[config.mk]
export PLATFORM = sky130hd
export DESIGN_NAME = adcrd_ctrl
export DESIGN_NICKNAME = d
export VERILOG_FILES = /design/src/adcrd_pkg.sv /design/src/adcrd_ctrl.sv /design/src/adcrd_sync.sv
export VERILOG_INCLUDE_DIRS = /design/src
export SDC_FILE = /design/constraint.sdc
export NUM_CORES = 1
export LEC_CHECK = 0
export BUFFER_PORTS_ARGS = -buffer_cell sky130_fd_sc_hd__buf_4
export CAP_MARGIN = 25
export CORE_MARGIN = 4
export CORE_UTILIZATION = 55
export CTS_CLUSTER_DIAMETER = 30
export DETAILED_ROUTE_END_ITERATION = 6
export GPL_ROUTABILITY_DRIVEN = 0
export HOLD_SLACK_MARGIN = 0.12
export PLACE_DENSITY = 0.85
export SKIP_CTS_REPAIR_TIMING = 1
export SKIP_LAST_GASP = 1
export SLEW_MARGIN = 20
export SYNTH_ARGS = -nofsm -noshare
export SYNTH_HDL_FRONTEND = slang
export SYNTH_SLANG_ARGS = --single-unit
[constraint.sdc]
create_clock -name clk -period 2.35 [get_ports clk]
set_input_delay 0 -clock clk [delete_from_list [all_inputs] [get_ports clk]]
set_output_delay 0 -clock clk [all_outputs]
set_load 0.02 [all_outputs]
[src/adcrd_defs.svh]
// Timing constants for the converter bus controller
`ifndef ADCRD_DEFS_SVH
`define ADCRD_DEFS_SVH
`define ADCRD_CLK_PERIOD_NS      10
// Round up so no pin delay is ever cut short
`define ADCRD_NS_TO_CYC(ns) \
    (((ns) + `ADCRD_CLK_PERIOD_NS - 1) / `ADCRD_CLK_PERIOD_NS)
`define ADCRD_START_PULSE_NS     300
`define ADCRD_START_PULSE_CYC    `ADCRD_NS_TO_CYC(`ADCRD_START_PULSE_NS)
`define ADCRD_CONV_DELAY_NS      700
`define ADCRD_CONV_DELAY_CYC     `ADCRD_NS_TO_CYC(`ADCRD_CONV_DELAY_NS)
`define ADCRD_BUS_ACCESS_NS      250
`define ADCRD_BUS_ACCESS_CYC     `ADCRD_NS_TO_CYC(`ADCRD_BUS_ACCESS_NS)
`define ADCRD_FLOAT_NS           150
`define ADCRD_FLOAT_CYC          `ADCRD_NS_TO_CYC(`ADCRD_FLOAT_NS)
`define ADCRD_CONT_LOW_NS        10250
`define ADCRD_CONT_LOW_CYC       `ADCRD_NS_TO_CYC(`ADCRD_CONT_LOW_NS)
`define ADCRD_CONV_TIME_NS       10000
`define ADCRD_CONV_TIME_CYC      `ADCRD_NS_TO_CYC(`ADCRD_CONV_TIME_NS)
`define ADCRD_TIMEOUT_CYC \
    (`ADCRD_CONV_TIME_CYC + `ADCRD_CONV_DELAY_CYC + `ADCRD_BUS_ACCESS_CYC)
`endif

[src/adcrd_pkg.sv]
// Types for the converter bus controller
`default_nettype none
package adcrd_pkg;
    typedef enum logic [3:0] {
        ST_IDLE, ST_START, ST_WAIT_BUSY, ST_RISE, ST_WAIT_DONE,
        ST_ACCESS, ST_DESELECT, ST_FLOAT
    } adcrd_state_e;
    typedef enum logic [1:0] {
        MODE_BUS, MODE_SINGLE, MODE_CONT
    } adcrd_mode_e;
    typedef logic [7:0]  adcrd_byte_t;
    typedef logic [10:0] adcrd_cnt_t;
    typedef struct packed {
        logic q1;
        logic q2;
        logic q3;
        logic val;
    } adcrd_sync_s;
endpackage
`default_nettype wire

[src/adcrd_ctrl.sv]
// Host-side controller driving the converter's select and read pins and sampling its data pins
`timescale 1ns/1ps
`default_nettype none
`include "adcrd_defs.svh"

// How it works
// [RULE_01] Both selects low: read-not-write low converts, high reads.
// [RULE_02] All three low 300 ns raises the busy status.
// [RULE_03] Device ignores new starts while converting.
// [RULE_04] Device keeps its data buffer off during a conversion.
// [RULE_05] Data pins float except during a read cycle.
// [RULE_06] Host starts a read with read-not-write high and selects low.
// [RULE_07] Data valid within 250 ns; host waits that long before sampling.
// [RULE_08] Host ends a read by raising the selects.
// [RULE_09] Data held 25 ns after deselect, floats within 150 ns.
// [RULE_10] Stand-alone: selects driven together, control via read-not-write.
// [RULE_11] Stand-alone conversion begins within 700 ns of the low edge.
// [RULE_12] Single mode: raise read-not-write once the conversion starts.
// [RULE_13] Stand-alone result stays driven until deselect or new low.
// [RULE_14] Held low, conversions run back to back with status pulses.
// [RULE_15] Raising read-not-write gives one final conversion and its data.
// [RULE_16] Raise read-not-write only while status is high.
// [RULE_17] Continuous: hold read-not-write low at least 10.25 us.
// [RULE_18] Final result becomes valid; a new low starts a new series.
// [RULE_19] Status falls and the result is latched at conversion end.
module adcrd_ctrl (
    input  wire logic       clk,
    input  wire logic       rst_n,
    input  wire logic       req,
    input  wire logic [1:0] mode,
    input  wire logic       read_only,
    output logic            busy,
    output logic            done,
    output logic            timeout,
    output logic [7:0]      result,
    output logic            chip_enable_n,
    output logic            chip_select_n,
    output logic            read_not_write,
    input  wire logic       conv_status,
    input  wire logic [7:0] data_in
);
    typedef struct packed {
        adcrd_pkg::adcrd_state_e st;
        adcrd_pkg::adcrd_mode_e  md;
        logic                    rd_only;
        adcrd_pkg::adcrd_cnt_t   cnt;
        logic [13:0]             wd;
        logic                    ce_n;
        logic                    cs_n;
        logic                    rnw;
        logic                    done;
        logic                    tout;
        adcrd_pkg::adcrd_byte_t  res;
    } adcrd_ctrl_s;

    adcrd_ctrl_s r_q;
    adcrd_ctrl_s r_d;
    logic        status;

    // Status comes from the converter pin, another time domain
    adcrd_sync u_status_sync (
        .clk   (clk),
        .rst_n (rst_n),
        .pin   (conv_status),
        .level (status)
    );

    // Sequencer; the watchdog guards against a converter that never answers
    always_comb begin
        r_d = r_q;
        r_d.done = 1'b0;
        r_d.wd = r_q.wd + 14'h0001;
        if (r_q.cnt != '0) begin
            r_d.cnt = r_q.cnt - 11'h001;
        end
        case (r_q.st)
            adcrd_pkg::ST_IDLE: begin
                r_d.wd = '0;
                if (req) begin
                    r_d.md = adcrd_pkg::adcrd_mode_e'(mode);
                    r_d.rd_only = read_only && (mode == 2'h0);
                    r_d.tout = 1'b0;
                    r_d.ce_n = 1'b0; // [RULE_01] [RULE_10]
                    r_d.cs_n = 1'b0;
                    if (read_only && (mode == 2'h0)) begin
                        r_d.rnw = 1'b1; // [RULE_06]
                        r_d.cnt = 11'(`ADCRD_BUS_ACCESS_CYC + 2);
                        r_d.st = adcrd_pkg::ST_ACCESS;
                    end else begin
                        r_d.rnw = 1'b0; // [RULE_01]
                        r_d.cnt = (mode == 2'h2) ?
                            11'(`ADCRD_CONT_LOW_CYC) :
                            11'(`ADCRD_START_PULSE_CYC); // [RULE_02] [RULE_17]
                        r_d.st = adcrd_pkg::ST_START;
                    end
                end
            end
            adcrd_pkg::ST_START: begin
                // Low pulse held out; then watch for status
                if (r_q.cnt == '0) begin
                    r_d.st = adcrd_pkg::ST_WAIT_BUSY;
                end
            end
            adcrd_pkg::ST_WAIT_BUSY: begin
                if (status) begin
                    r_d.st = adcrd_pkg::ST_RISE; // [RULE_11] [RULE_14]
                end
            end
            adcrd_pkg::ST_RISE: begin
                if (!status) begin
                    // Busy fell before we rose: wait for the next one
                    r_d.st = adcrd_pkg::ST_WAIT_BUSY; // [RULE_16]
                end else begin
                    r_d.rnw = 1'b1; // [RULE_12] [RULE_15] [RULE_16]
                    if (r_q.md == adcrd_pkg::MODE_BUS) begin
                        r_d.ce_n = 1'b1;
                        r_d.cs_n = 1'b1;
                    end
                    r_d.st = adcrd_pkg::ST_WAIT_DONE; // [RULE_03]
                end
            end
            adcrd_pkg::ST_WAIT_DONE: begin
                if (!status) begin // [RULE_19]
                    r_d.ce_n = 1'b0;
                    r_d.cs_n = 1'b0;
                    r_d.cnt = 11'(`ADCRD_BUS_ACCESS_CYC + 2); // [RULE_04]
                    r_d.st = adcrd_pkg::ST_ACCESS;
                end
            end
            adcrd_pkg::ST_ACCESS: begin
                // Allow for access time plus our sync latency
                if (r_q.cnt == '0) begin
                    r_d.res = data_in; // [RULE_07] [RULE_13] [RULE_18]
                    r_d.st = adcrd_pkg::ST_DESELECT;
                end
            end
            adcrd_pkg::ST_DESELECT: begin
                r_d.ce_n = 1'b1; // [RULE_08]
                r_d.cs_n = 1'b1;
                r_d.cnt = 11'(`ADCRD_FLOAT_CYC);
                r_d.st = adcrd_pkg::ST_FLOAT;
            end
            adcrd_pkg::ST_FLOAT: begin
                // Bus turnaround before a new request may drive it
                if (r_q.cnt == '0) begin
                    r_d.done = 1'b1; // [RULE_09] [RULE_05]
                    r_d.st = adcrd_pkg::ST_IDLE;
                end
            end
            default: begin
                r_d.st = adcrd_pkg::ST_IDLE;
            end
        endcase
        if ((r_q.st != adcrd_pkg::ST_IDLE) &&
            (r_q.wd == 14'(`ADCRD_TIMEOUT_CYC * 2))) begin
            r_d.tout = 1'b1;
            r_d.ce_n = 1'b1;
            r_d.cs_n = 1'b1;
            r_d.rnw = 1'b1;
            r_d.done = 1'b1;
            r_d.st = adcrd_pkg::ST_IDLE;
        end
    end

    always_ff @(posedge clk) begin
        if (!rst_n) begin
            r_q <= '{st: adcrd_pkg::ST_IDLE, md: adcrd_pkg::MODE_BUS,
                     rd_only: 1'b0, cnt: '0, wd: '0, ce_n: 1'b1,
                     cs_n: 1'b1, rnw: 1'b1, done: 1'b0, tout: 1'b0,
                     res: 8'h00};
        end else begin
            r_q <= r_d;
        end
    end

    // Pin and user-side outputs straight from flip-flops, except busy, which is decoded from the state
    assign chip_enable_n  = r_q.ce_n;
    assign chip_select_n  = r_q.cs_n;
    assign read_not_write = r_q.rnw;
    assign result         = r_q.res;
    assign done           = r_q.done;
    assign timeout        = r_q.tout;
    assign busy           = (r_q.st != adcrd_pkg::ST_IDLE);
endmodule
`default_nettype wire

[src/adcrd_sync.sv]
// Three-stage pin synchroniser, change accepted when stages two and three agree
`timescale 1ns/1ps
`default_nettype none
module adcrd_sync (
    input  wire logic clk,
    input  wire logic rst_n,
    input  wire logic pin,
    output logic      level
);
    adcrd_pkg::adcrd_sync_s s_q;
    adcrd_pkg::adcrd_sync_s s_d;

    // Stage one feeds only stage two
    always_comb begin
        s_d = s_q;
        s_d.q1 = pin;
        s_d.q2 = s_q.q1;
        s_d.q3 = s_q.q2;
        if (s_q.q2 == s_q.q3) begin
            s_d.val = s_q.q3;
        end
    end

    always_ff @(posedge clk) begin
        if (!rst_n) begin
            s_q <= '0;
        end else begin
            s_q <= s_d;
        end
    end

    assign level = s_q.val;
endmodule
`default_nettype wire
==> reports/metrics.csv, run 1 <==
metric;value;unit
Critical Path RT;2.53;ns
Slew @ Worst Pin;0.529;ns
DRT Pass-1 Iters;4;
Sw Pwr;0.965;mW
RSZ-0062 raised after global routing;false;
CP max FO;6;
Leakage;1.04;nW
Ys Warns;0;
P_int;1.65;mW
ys async rst share;0;%
Gate Count Post-Synth;260;
Clock H-tree levels;2;
fmax;0.507;GHz
Clock Path Buffers;2;
GRT overflow;0;
Post-Syn Area;2320;sq um
fraction of power consumed by combinational cells;38.9;%
crit-path leading delay family;simple AND/OR/NAND/NOR gates;
Buf+Inv Stages, Crit Path;1;
xor and xnor fraction of the mapped netlist area;4.90;%
number of buffers created by CTS;5;
drt drc;0;
top_reg_cell synth;dfxtp_1;
io pins;29;
Clock Sinks;46;
drt initial violations;143;
worst-case clock skew;0.00787;ns
Post-synth EDFFs;0;
Finished Cell Area;2730;sq um
layout cells sized above 1;18.0;%
clock slew at reported path FFs;0.08;ns
adder-cell share of the synthesized area;2.15;%
row count;23;
multiplexer share of the synthesized area;5.22;%
Tcrit/Tclk final;83.9;%
clock power share;21.1;%
register share of total power;40.0;%
Worst-Skew Late Latency;0.30;ns
starting density of the core;57.3;%
Post-Syn Area per Cell;8.94;sq um
Core Region;4060;sq um
largest net degree at the start of global routing;29;
Power Dens Cells;959;nW/um^2
DR WL/cell;14.4;um
hpwl dp;3300;um
DP Worst Slack;0.430;ns
Final Routed Wirelength;4900;um
layout filler cell count;334;
status;complete, no violations;
clk root buf;clkbuf_8;
setup total negative slack;0;ns
Synth Net Count;279;
synth unique cells;59;
All-Layer GR Usage;18.8;%
final count of negative-setup-slack endpoints;0;
fin. max-slew vios;0;
slew margin rel.;64.4;%
largest area contributor in the netlist;dfxtp_1;
crit path cell chain;inv_1, ha_1, or3b_2, or4_1, mux2i_1, nor2_1;
Max Cap Viol;0;
share of the synthesized area in the top cell type;39.6;%
Vias/cell;5.63;
Setup crit end kind;flop;
max incr delay on CP;0.50;ns
ANT nets after route;0;
VDD IR-drop max;0.365;mV
# diodes;0;
HP Class;in -> reg;
Die Ht;73.0;um
CP arrival;2.15;ns
Synth Register Bits;46;
fin crit period;1.97;ns
slowest CP cell;or3b_2;
dpl cell area;2480;sq um
Synth Area in Compound Gates;12.5;%
Area Growth Syn to Fin;17.3;%
Area contributors post-synth;dfxtp_1, mux2i_1, nand2_1, nor2_1, xor2_1;
global-route wire length before repair;7890;um
die area;5330;sq um
total number of vias;1909;
antenna violations before repair;0;
DIE WIDTH;73.0;um
Final WS setup;0.379;ns
critical path class;reg -> reg;
Switching Fraction;36.9;%
I/O Buffers;28;
largest family of logic cells by synthesized area;simple AND/OR/NAND/NOR gates;
Fin. Hold Viols;0;
Worst setup SP type;flop;
Seq/Total Area, Yosys;39.6;%
CTS tree;yes;
Final #Nets;307;
Simple-Gate Fraction of Synth Area;28.6;%
vias in the first global route;1842;
[path summary, 6_finish.rpt]
kind / from / to / slack (ns) / cells past startpoint
setup reg to reg: r_q[27] / r_q[35] / 0.38 / 6
hold reg to reg: u_status_sync.s_d[2] / u_status_sync.s_d[1] / 0.44 / 1
hold / removal: read_only / r_q[29] / 0.17 / 4
setup / recovery: r_q[27] / r_q[35] / 0.38 / 6
[power by group through the flow]
| stage | Combinational, mW | Clock, mW | Sequential [mW] |
|---|---|---|---|
| finish | 1.02 | 0.552 | 1.05 |
| global route | 1.13 | 0.594 | 1.07 |
| CTS | 0.994 | 0.567 | 1.04 |
| detailed placement | 0.980 | 0 | 1.06 |
| global placement | 0.959 | 0 | 1.05 |
| floorplan | 0.808 | 0 | 1.02 |
[stage by stage]
stage	power [mW]	hold WS (ns)	cells	utilization, %
2_1_floorplan	1.83	0.127	260	-
3_5_place_dp	2.04	0.220	317	61.0
3_3_place_gp	2.01	0.227	317	61.0
5_1_grt	2.79	0.207	339	67.2
6_report	2.61	0.173	339	67.2
4_1_cts	2.60	-0.0975	325	63.7
[worst min-delay path, delay by kind of cell]
kind / cells / cell delay, ns
buffers and inverters: 1 / 0.08
AO/OA/AOI/OAI: 3 / 0.34
[cells in the final DEF (no fill, tap or decap), drive strengths merged, types with 2 or more instances in the layout]
master / count
nand3: 12
or4: 3
o31ai: 2
or3: 4
nor3b: 3
o21ai: 9
nand2: 28
nor2: 27
dfxtp: 46
a31oi: 4
inv: 5
a221o: 2
and2: 4
a311oi: 2
dlygate4sd3: 14
mux2i: 11
or3b: 2
and4: 4
nand2b: 3
xnor2: 3
a21oi: 11
ha: 4
nor3: 2
xor2: 10
clkbuf: 8
nor2b: 2
o22ai: 2
nand4b: 2
nand4: 7
a21o: 2
nor4: 3
buf: 31
[synthesized netlist by cell type (2+ instances only)]
library cell / number
a21oi_1: 11
a311oi_1: 2
or4_1: 2
or3_1: 3
or3b_2: 2
mux2i_1: 11
dfxtp_1: 46
xnor2_1: 3
nand4_1: 6
o22ai_1: 2
buf_2: 3
xor2_1: 10
nand2b_1: 3
a221o_1: 2
a31oi_1: 4
o31ai_1: 2
inv_1: 5
nor3b_1: 3
nor2_1: 27
and2_1: 4
o21ai_0: 9
buf_4: 9
nor4_1: 2
clkbuf_1: 8
buf_6: 2
nand3_1: 12
nor2b_1: 2
nand4b_1: 2
nand2_1: 28
and4_1: 2
ha_1: 4
a21o_1: 2
[flip-flops by register name, indices dropped and copies added, names as in the netlist]
name / cells
r_q: 30
result: 8
u_status_sync.s_d: 2
chip_enable_n: 1
done: 1
read_not_write: 1
timeout: 1
u_status_sync.level: 1
u_status_sync.s_q: 1
[per-layer routing]
layer  vias up  wire (um)  global-route usage, %  part of all wire, %
met4         0         76                   8.20                  1.6
met1       883       2220                   22.6                   45
li1        970          -                      -                    -
met3         6        258                   5.37                  5.3
met2        50       2340                   31.2                   48
met5         -          0                      0                    0
[layout make-up]
cell class              instances  area, sq um  share of cell area (%)
multi-input cells             185         1240                    45.5
flip-flops and latches         46          921                    33.8
repair buffers                 45          373                    13.7
clock buffers                   8          110                    4.04
well taps                      50         62.6                    2.29
inverters                       5         18.8                   0.688
[cells by family (layout without fill, tap and decap cells)]
kind of cell | Yosys count | in the layout
compound gates | 43 | 43
xor+xnor | 13 | 13
fa+ha+maj | 4 | 4
buf+inv | 29 | 58
flops | 46 | 46
mux | 12 | 12
simple gates | 113 | 113
Power figures use the tool's default switching activity.
==> run 2: changes to the inputs <==
- clock period: 2.35 -> 2 ns (I/O delays scaled with it)
==> reports/metrics.csv, run 2 (synthesized netlist as in run 1, its figures left out) <==
metric;value;unit;change
global-route wire length before repair;8350;um;+5.8%
Max Cap Viol;0;;unchanged
VDD IR-drop max;0.522;mV;+43%
number of buffers created by CTS;5;;unchanged
Slew @ Worst Pin;0.443;ns;-0.0855 ns
Buf+Inv Stages, Crit Path;1;;unchanged
commonest non-fill, non-tap cells in the layout;dfxtp_1, buf_4, nand2_1, nor2_1, dlygate4sd3_1;;
crit-path leading delay family;simple AND/OR/NAND/NOR gates;;
# diodes;0;;unchanged
met2 Use GR;30.7;%;-0.50 points
Clock Path Buffers;2;;unchanged
Power Dens Cells;1150;nW/um^2;+20%
CP arrival;2.00;ns;-0.15 ns
Finished Cell Area;2750;sq um;+0.87%
vias in the first global route;1898;;+3.0%
DP Worst Slack;0.0849;ns;-0.345 ns
dpl cell area;2510;sq um;+1.2%
overall power;3.15;mW;+21%
grt met1 use;23.8;%;+1.2 points
setup total negative slack;0;ns;unchanged
row count;23;;unchanged
DIE WIDTH;73.0;um;unchanged
Die Ht;73.0;um;unchanged
max incr delay on CP;0.42;ns;-0.08 ns
total number of vias;1982;;+3.8%
critical path class;reg -> reg;;
Clock Sinks;46;;unchanged
DR WL/cell;14.4;um;-0.59%
max reg flops;30;;unchanged
largest net degree at the start of global routing;29;;unchanged
Core Region;4060;sq um;unchanged
Final #Nets;310;;+0.98%
register with the most flip-flops;r_q;;
slew margin rel.;70.2;%;+5.8 points
layout cells sized above 1;19.5;%;+1.5 points
GRT overflow;0;;unchanged
Tcrit/Tclk final;91.2;%;+7.4 points
DRT Pass-1 Iters;4;;unchanged
Leakage;1.06;nW;+1.9%
drt initial violations;154;;+7.7%
Final WS setup;0.176;ns;-0.204 ns
CP max FO;5;;-1
fin. max-slew vios;0;;unchanged
ANT nets after route;0;;unchanged
starting density of the core;57.3;%;unchanged
die area;5330;sq um;unchanged
busiest grt layer;met2;;
Clock H-tree levels;2;;unchanged
fin crit period;1.82;ns;-0.146 ns
Vias/cell;5.80;;+2.9%
clk root buf;clkbuf_8;;
met3 Use GR;6.75;%;+1.4 points
HP Class;in -> reg;;
slowest CP cell;or4_1;;
worst-case clock skew;0.00465;ns;-0.00323 ns
status;complete, no violations;;
fmax;0.548;GHz;+8.0%
CTS tree;yes;;
Worst-Skew Late Latency;0.30;ns;about the same
I/O Buffers;28;;unchanged
drt drc;0;;unchanged
antenna violations before repair;0;;unchanged
hpwl dp;3420;um;+3.6%
Final Routed Wirelength;4910;um;+0.29%
Fin. Hold Viols;0;;unchanged
crit path cell chain;inv_1, ha_1, or3b_4, or4_1, mux2i_1, nor2_1;;
clock slew at reported path FFs;0.08;ns;about the same
All-Layer GR Usage;19.6;%;+0.78 points
io pins;29;;unchanged
Setup crit end kind;flop;;
Area Growth Syn to Fin;18.3;%;
Worst setup SP type;flop;;
Critical Path RT;2.18;ns;-0.35 ns
RSZ-0062 raised after global routing;false;;
leading cell type in the layout, fill and taps excluded;dfxtp_1;;
final count of negative-setup-slack endpoints;0;;unchanged
-- run 2: changes by cell type in the layout (fill, tap and decap cells not counted) --
cell / before / now
buf_4: 31 / 35
dfxtp_1: 46 / 45
dfxtp_2: 0 / 1
dlygate4sd3_1: 14 / 13
or3b_2: 2 / 1
or3b_4: 0 / 1
-- run 2: per-stage QoR --
stage                     utilization (%)  hold slack [ns]  instances
after CTS                            64.5          -0.0930        329
after global routing                 67.8            0.208        342
after global placement               61.8            0.219        321
final                                67.8            0.157        342
after detailed placement             61.8            0.219        321
after floorplan                         -            0.127        260
-- run 2: worst reg2reg max path, cell delays in order (launching register included) --
cell and delay, ns:
dfxtp_1 0.35, inv_1 0.09, ha_1 0.20, or3b_4 0.41
or4_1 0.42, mux2i_1 0.18, nor2_1 0.06
-- run 2: worst paths after layout --
path / start / end / slack (ns) / depth (start not counted)
worst max-delay path: r_q[28] / r_q[35] / 0.18 / 6
worst min-delay path: req / r_q[31] / 0.16 / 5
worst max register to register: r_q[28] / r_q[35] / 0.18 / 6
worst min register to register: u_status_sync.s_d[2] / u_status_sync.s_d[1] / 0.44 / 1
-- run 2: area by class of cell --
cell class,count,area (sq um)
tap,50,62.6
timing repair buffer,48,393
fill,312,1310
clock buffer,8,110
inverter,5,18.8
multi-input combinational,185,1240
sequential,46,922
-- run 2: metal layers --
layer / share of wire (%) / up-vias
li1: - / 976
met1: 44 / 935
met2: 48 / 61
met3: 6.0 / 10
met4: 1.8 / 0
met5: 0 / -
-- run 2: power breakdown --
group	internal, mW	total [mW]	switching, mW
registers	1.05	1.23	0.179
clock network	0.349	0.651	0.302
logic	0.610	1.28	0.666
==> run 3: changes to the inputs <==
- BUFFER_PORTS_ARGS: -buffer_cell sky130_fd_sc_hd__buf_4 -> -buffer_cell sky130_fd_sc_hd__buf_2
- CORE_MARGIN: 4 -> 5
==> reports/metrics.csv, run 3 (synthesized netlist as in run 1, its figures left out) <==
metric;value;unit;change
status;complete, no violations;;
setup total negative slack;0;ns;unchanged
CP max FO;6;;+1
Crit. Startpoint;r_q[27];;
commonest non-fill, non-tap cells in the layout;dfxtp_1, nand2_1, buf_2, nor2_1;;
row count;23;;unchanged
RSZ-0062 raised after global routing;false;;
crit path cell chain;inv_1, ha_1, or3b_2, or4_1, mux2i_1, nor2_1;;
Worst-Skew Late Latency;0.30;ns;about the same
slowest CP cell;or3b_2;;
Final WS setup;0.0787;ns;-0.0969 ns
CTS tree;yes;;
GRT overflow;0;;unchanged
DR WL/cell;13.5;um;-6.3%
number of buffers created by CTS;5;;unchanged
drt initial violations;144;;-6.5%
Worst setup SP type;flop;;
fmax;0.520;GHz;-5.0%
largest net degree at the start of global routing;19;;-34%
DP Worst Slack;0.102;ns;+0.0171 ns
final count of negative-setup-slack endpoints;0;;unchanged
max reg flops;30;;unchanged
Leakage;1.03;nW;-2.7%
starting density of the core;57.3;%;unchanged
vias in the first global route;1747;;-8.0%
slew margin rel.;69.1;%;-1.1 points
layout filler cell count;329;;+5.4%
Vias/cell;5.55;;-4.2%
worst-case clock skew;0.00696;ns;+0.00231 ns
Clock H-tree levels;2;;unchanged
Setup crit end kind;flop;;
Clock Path Buffers;2;;unchanged
Area Growth Syn to Fin;14.7;%;
Critical Path RT;2.18;ns;about the same
DIE WIDTH;75.0;um;+2.7%
clk root buf;clkbuf_8;;
DRT Pass-1 Iters;4;;unchanged
I/O Buffers;28;;unchanged
All-Layer GR Usage;17.7;%;-1.9 points
dpl cell area;2440;sq um;-2.8%
# diodes;0;;unchanged
max incr delay on CP;0.50;ns;+0.08 ns
Max Cap Viol;0;;unchanged
critical path class;reg -> reg;;
Tcrit/Tclk final;96.1;%;+4.8 points
drt drc;0;;unchanged
layout cells sized above 1;18.9;%;-0.62 points
total number of vias;1893;;-4.5%
Clock Sinks;46;;unchanged
Power Dens Cells;1170;nW/um^2;+1.8%
VDD IR-drop max;0.637;mV;+22%
clock slew at reported path FFs;0.09;ns;about the same
fin crit period;1.92;ns;+0.0969 ns
antenna violations before repair;0;;unchanged
fin. max-slew vios;0;;unchanged
die area;5630;sq um;+5.6%
Critical R2R Launch;r_q[27];;
leading cell type in the layout, fill and taps excluded;dfxtp_1;;
CP arrival;2.10;ns;+0.10 ns
Fin. Hold Viols;0;;unchanged
Slew @ Worst Pin;0.463;ns;+0.0195 ns
Core Region;4060;sq um;unchanged
HP Class;in -> reg;;
Final #Nets;309;;-0.32%
Finished Cell Area;2670;sq um;-3.0%
hpwl dp;3140;um;-8.1%
ANT nets after route;0;;unchanged
global-route wire length before repair;7890;um;-5.5%
worst hold start;read_only;;
Final Routed Wirelength;4590;um;-6.6%
Die Ht;75.0;um;+2.7%
final design utilization;65.7;%;-2.1 points
register with the most flip-flops;r_q;;
io pins;29;;unchanged
## run 3: layout make-up
type / instances / area [sq um] / area share [%]
multi-input cells: 185 / 1240 / 46.6
clock buffers: 6 / 72.6 / 2.72
inverters: 5 / 18.8 / 0.704
clock inverters: 2 / 37.5 / 1.41
repair buffers: 47 / 313 / 11.7
flip-flops and latches: 46 / 921 / 34.5
well taps: 50 / 62.6 / 2.35
## run 3: through the flow
stage	cells	hold WS (ns)	power (mW)
detailed placement	321	0.217	2.43
global placement	321	0.210	2.40
CTS	329	-0.107	3.13
global route	341	0.184	3.34
finish	341	0.177	3.12
floorplan	260	0.127	2.15
## run 3: report_power, final
| group | total, mW | leakage [nW] | internal, mW | switching, mW |
|---|---|---|---|---|
| sequential | 1.22 | 0.374 | 1.05 | 0.171 |
| combinational | 1.22 | 0.606 | 0.572 | 0.647 |
| clock | 0.679 | 0.0514 | 0.373 | 0.306 |
## run 3: final timing paths
check / end / slack, ns / cells after the start
max: r_q[35] / 0.08 / 6
min: r_q[43] / 0.18 / 5
min reg2reg: u_status_sync.s_d[1] / 0.44 / 1
max reg2reg: r_q[35] / 0.08 / 6
## run 3: worst max-delay path, delay by kind of cell, from the launching register on
family	cells	cell delay, ns
DFF	1	0.36
and+or+nand+nor	3	0.98
buffers and inverters	1	0.10
adders and majority gates	1	0.20
muxes	1	0.16
## run 3: routing by layer
| layer | GRT usage (%) | part of all wire, % | routed length (um) |
|---|---|---|---|
| met3 | 4.01 | 4.4 | 200 |
| met1 | 24.1 | 47 | 2170 |
| met4 | 5.93 | 1.3 | 60 |
| met5 | 0 | 0 | 0 |
| met2 | 27.9 | 47 | 2160 |
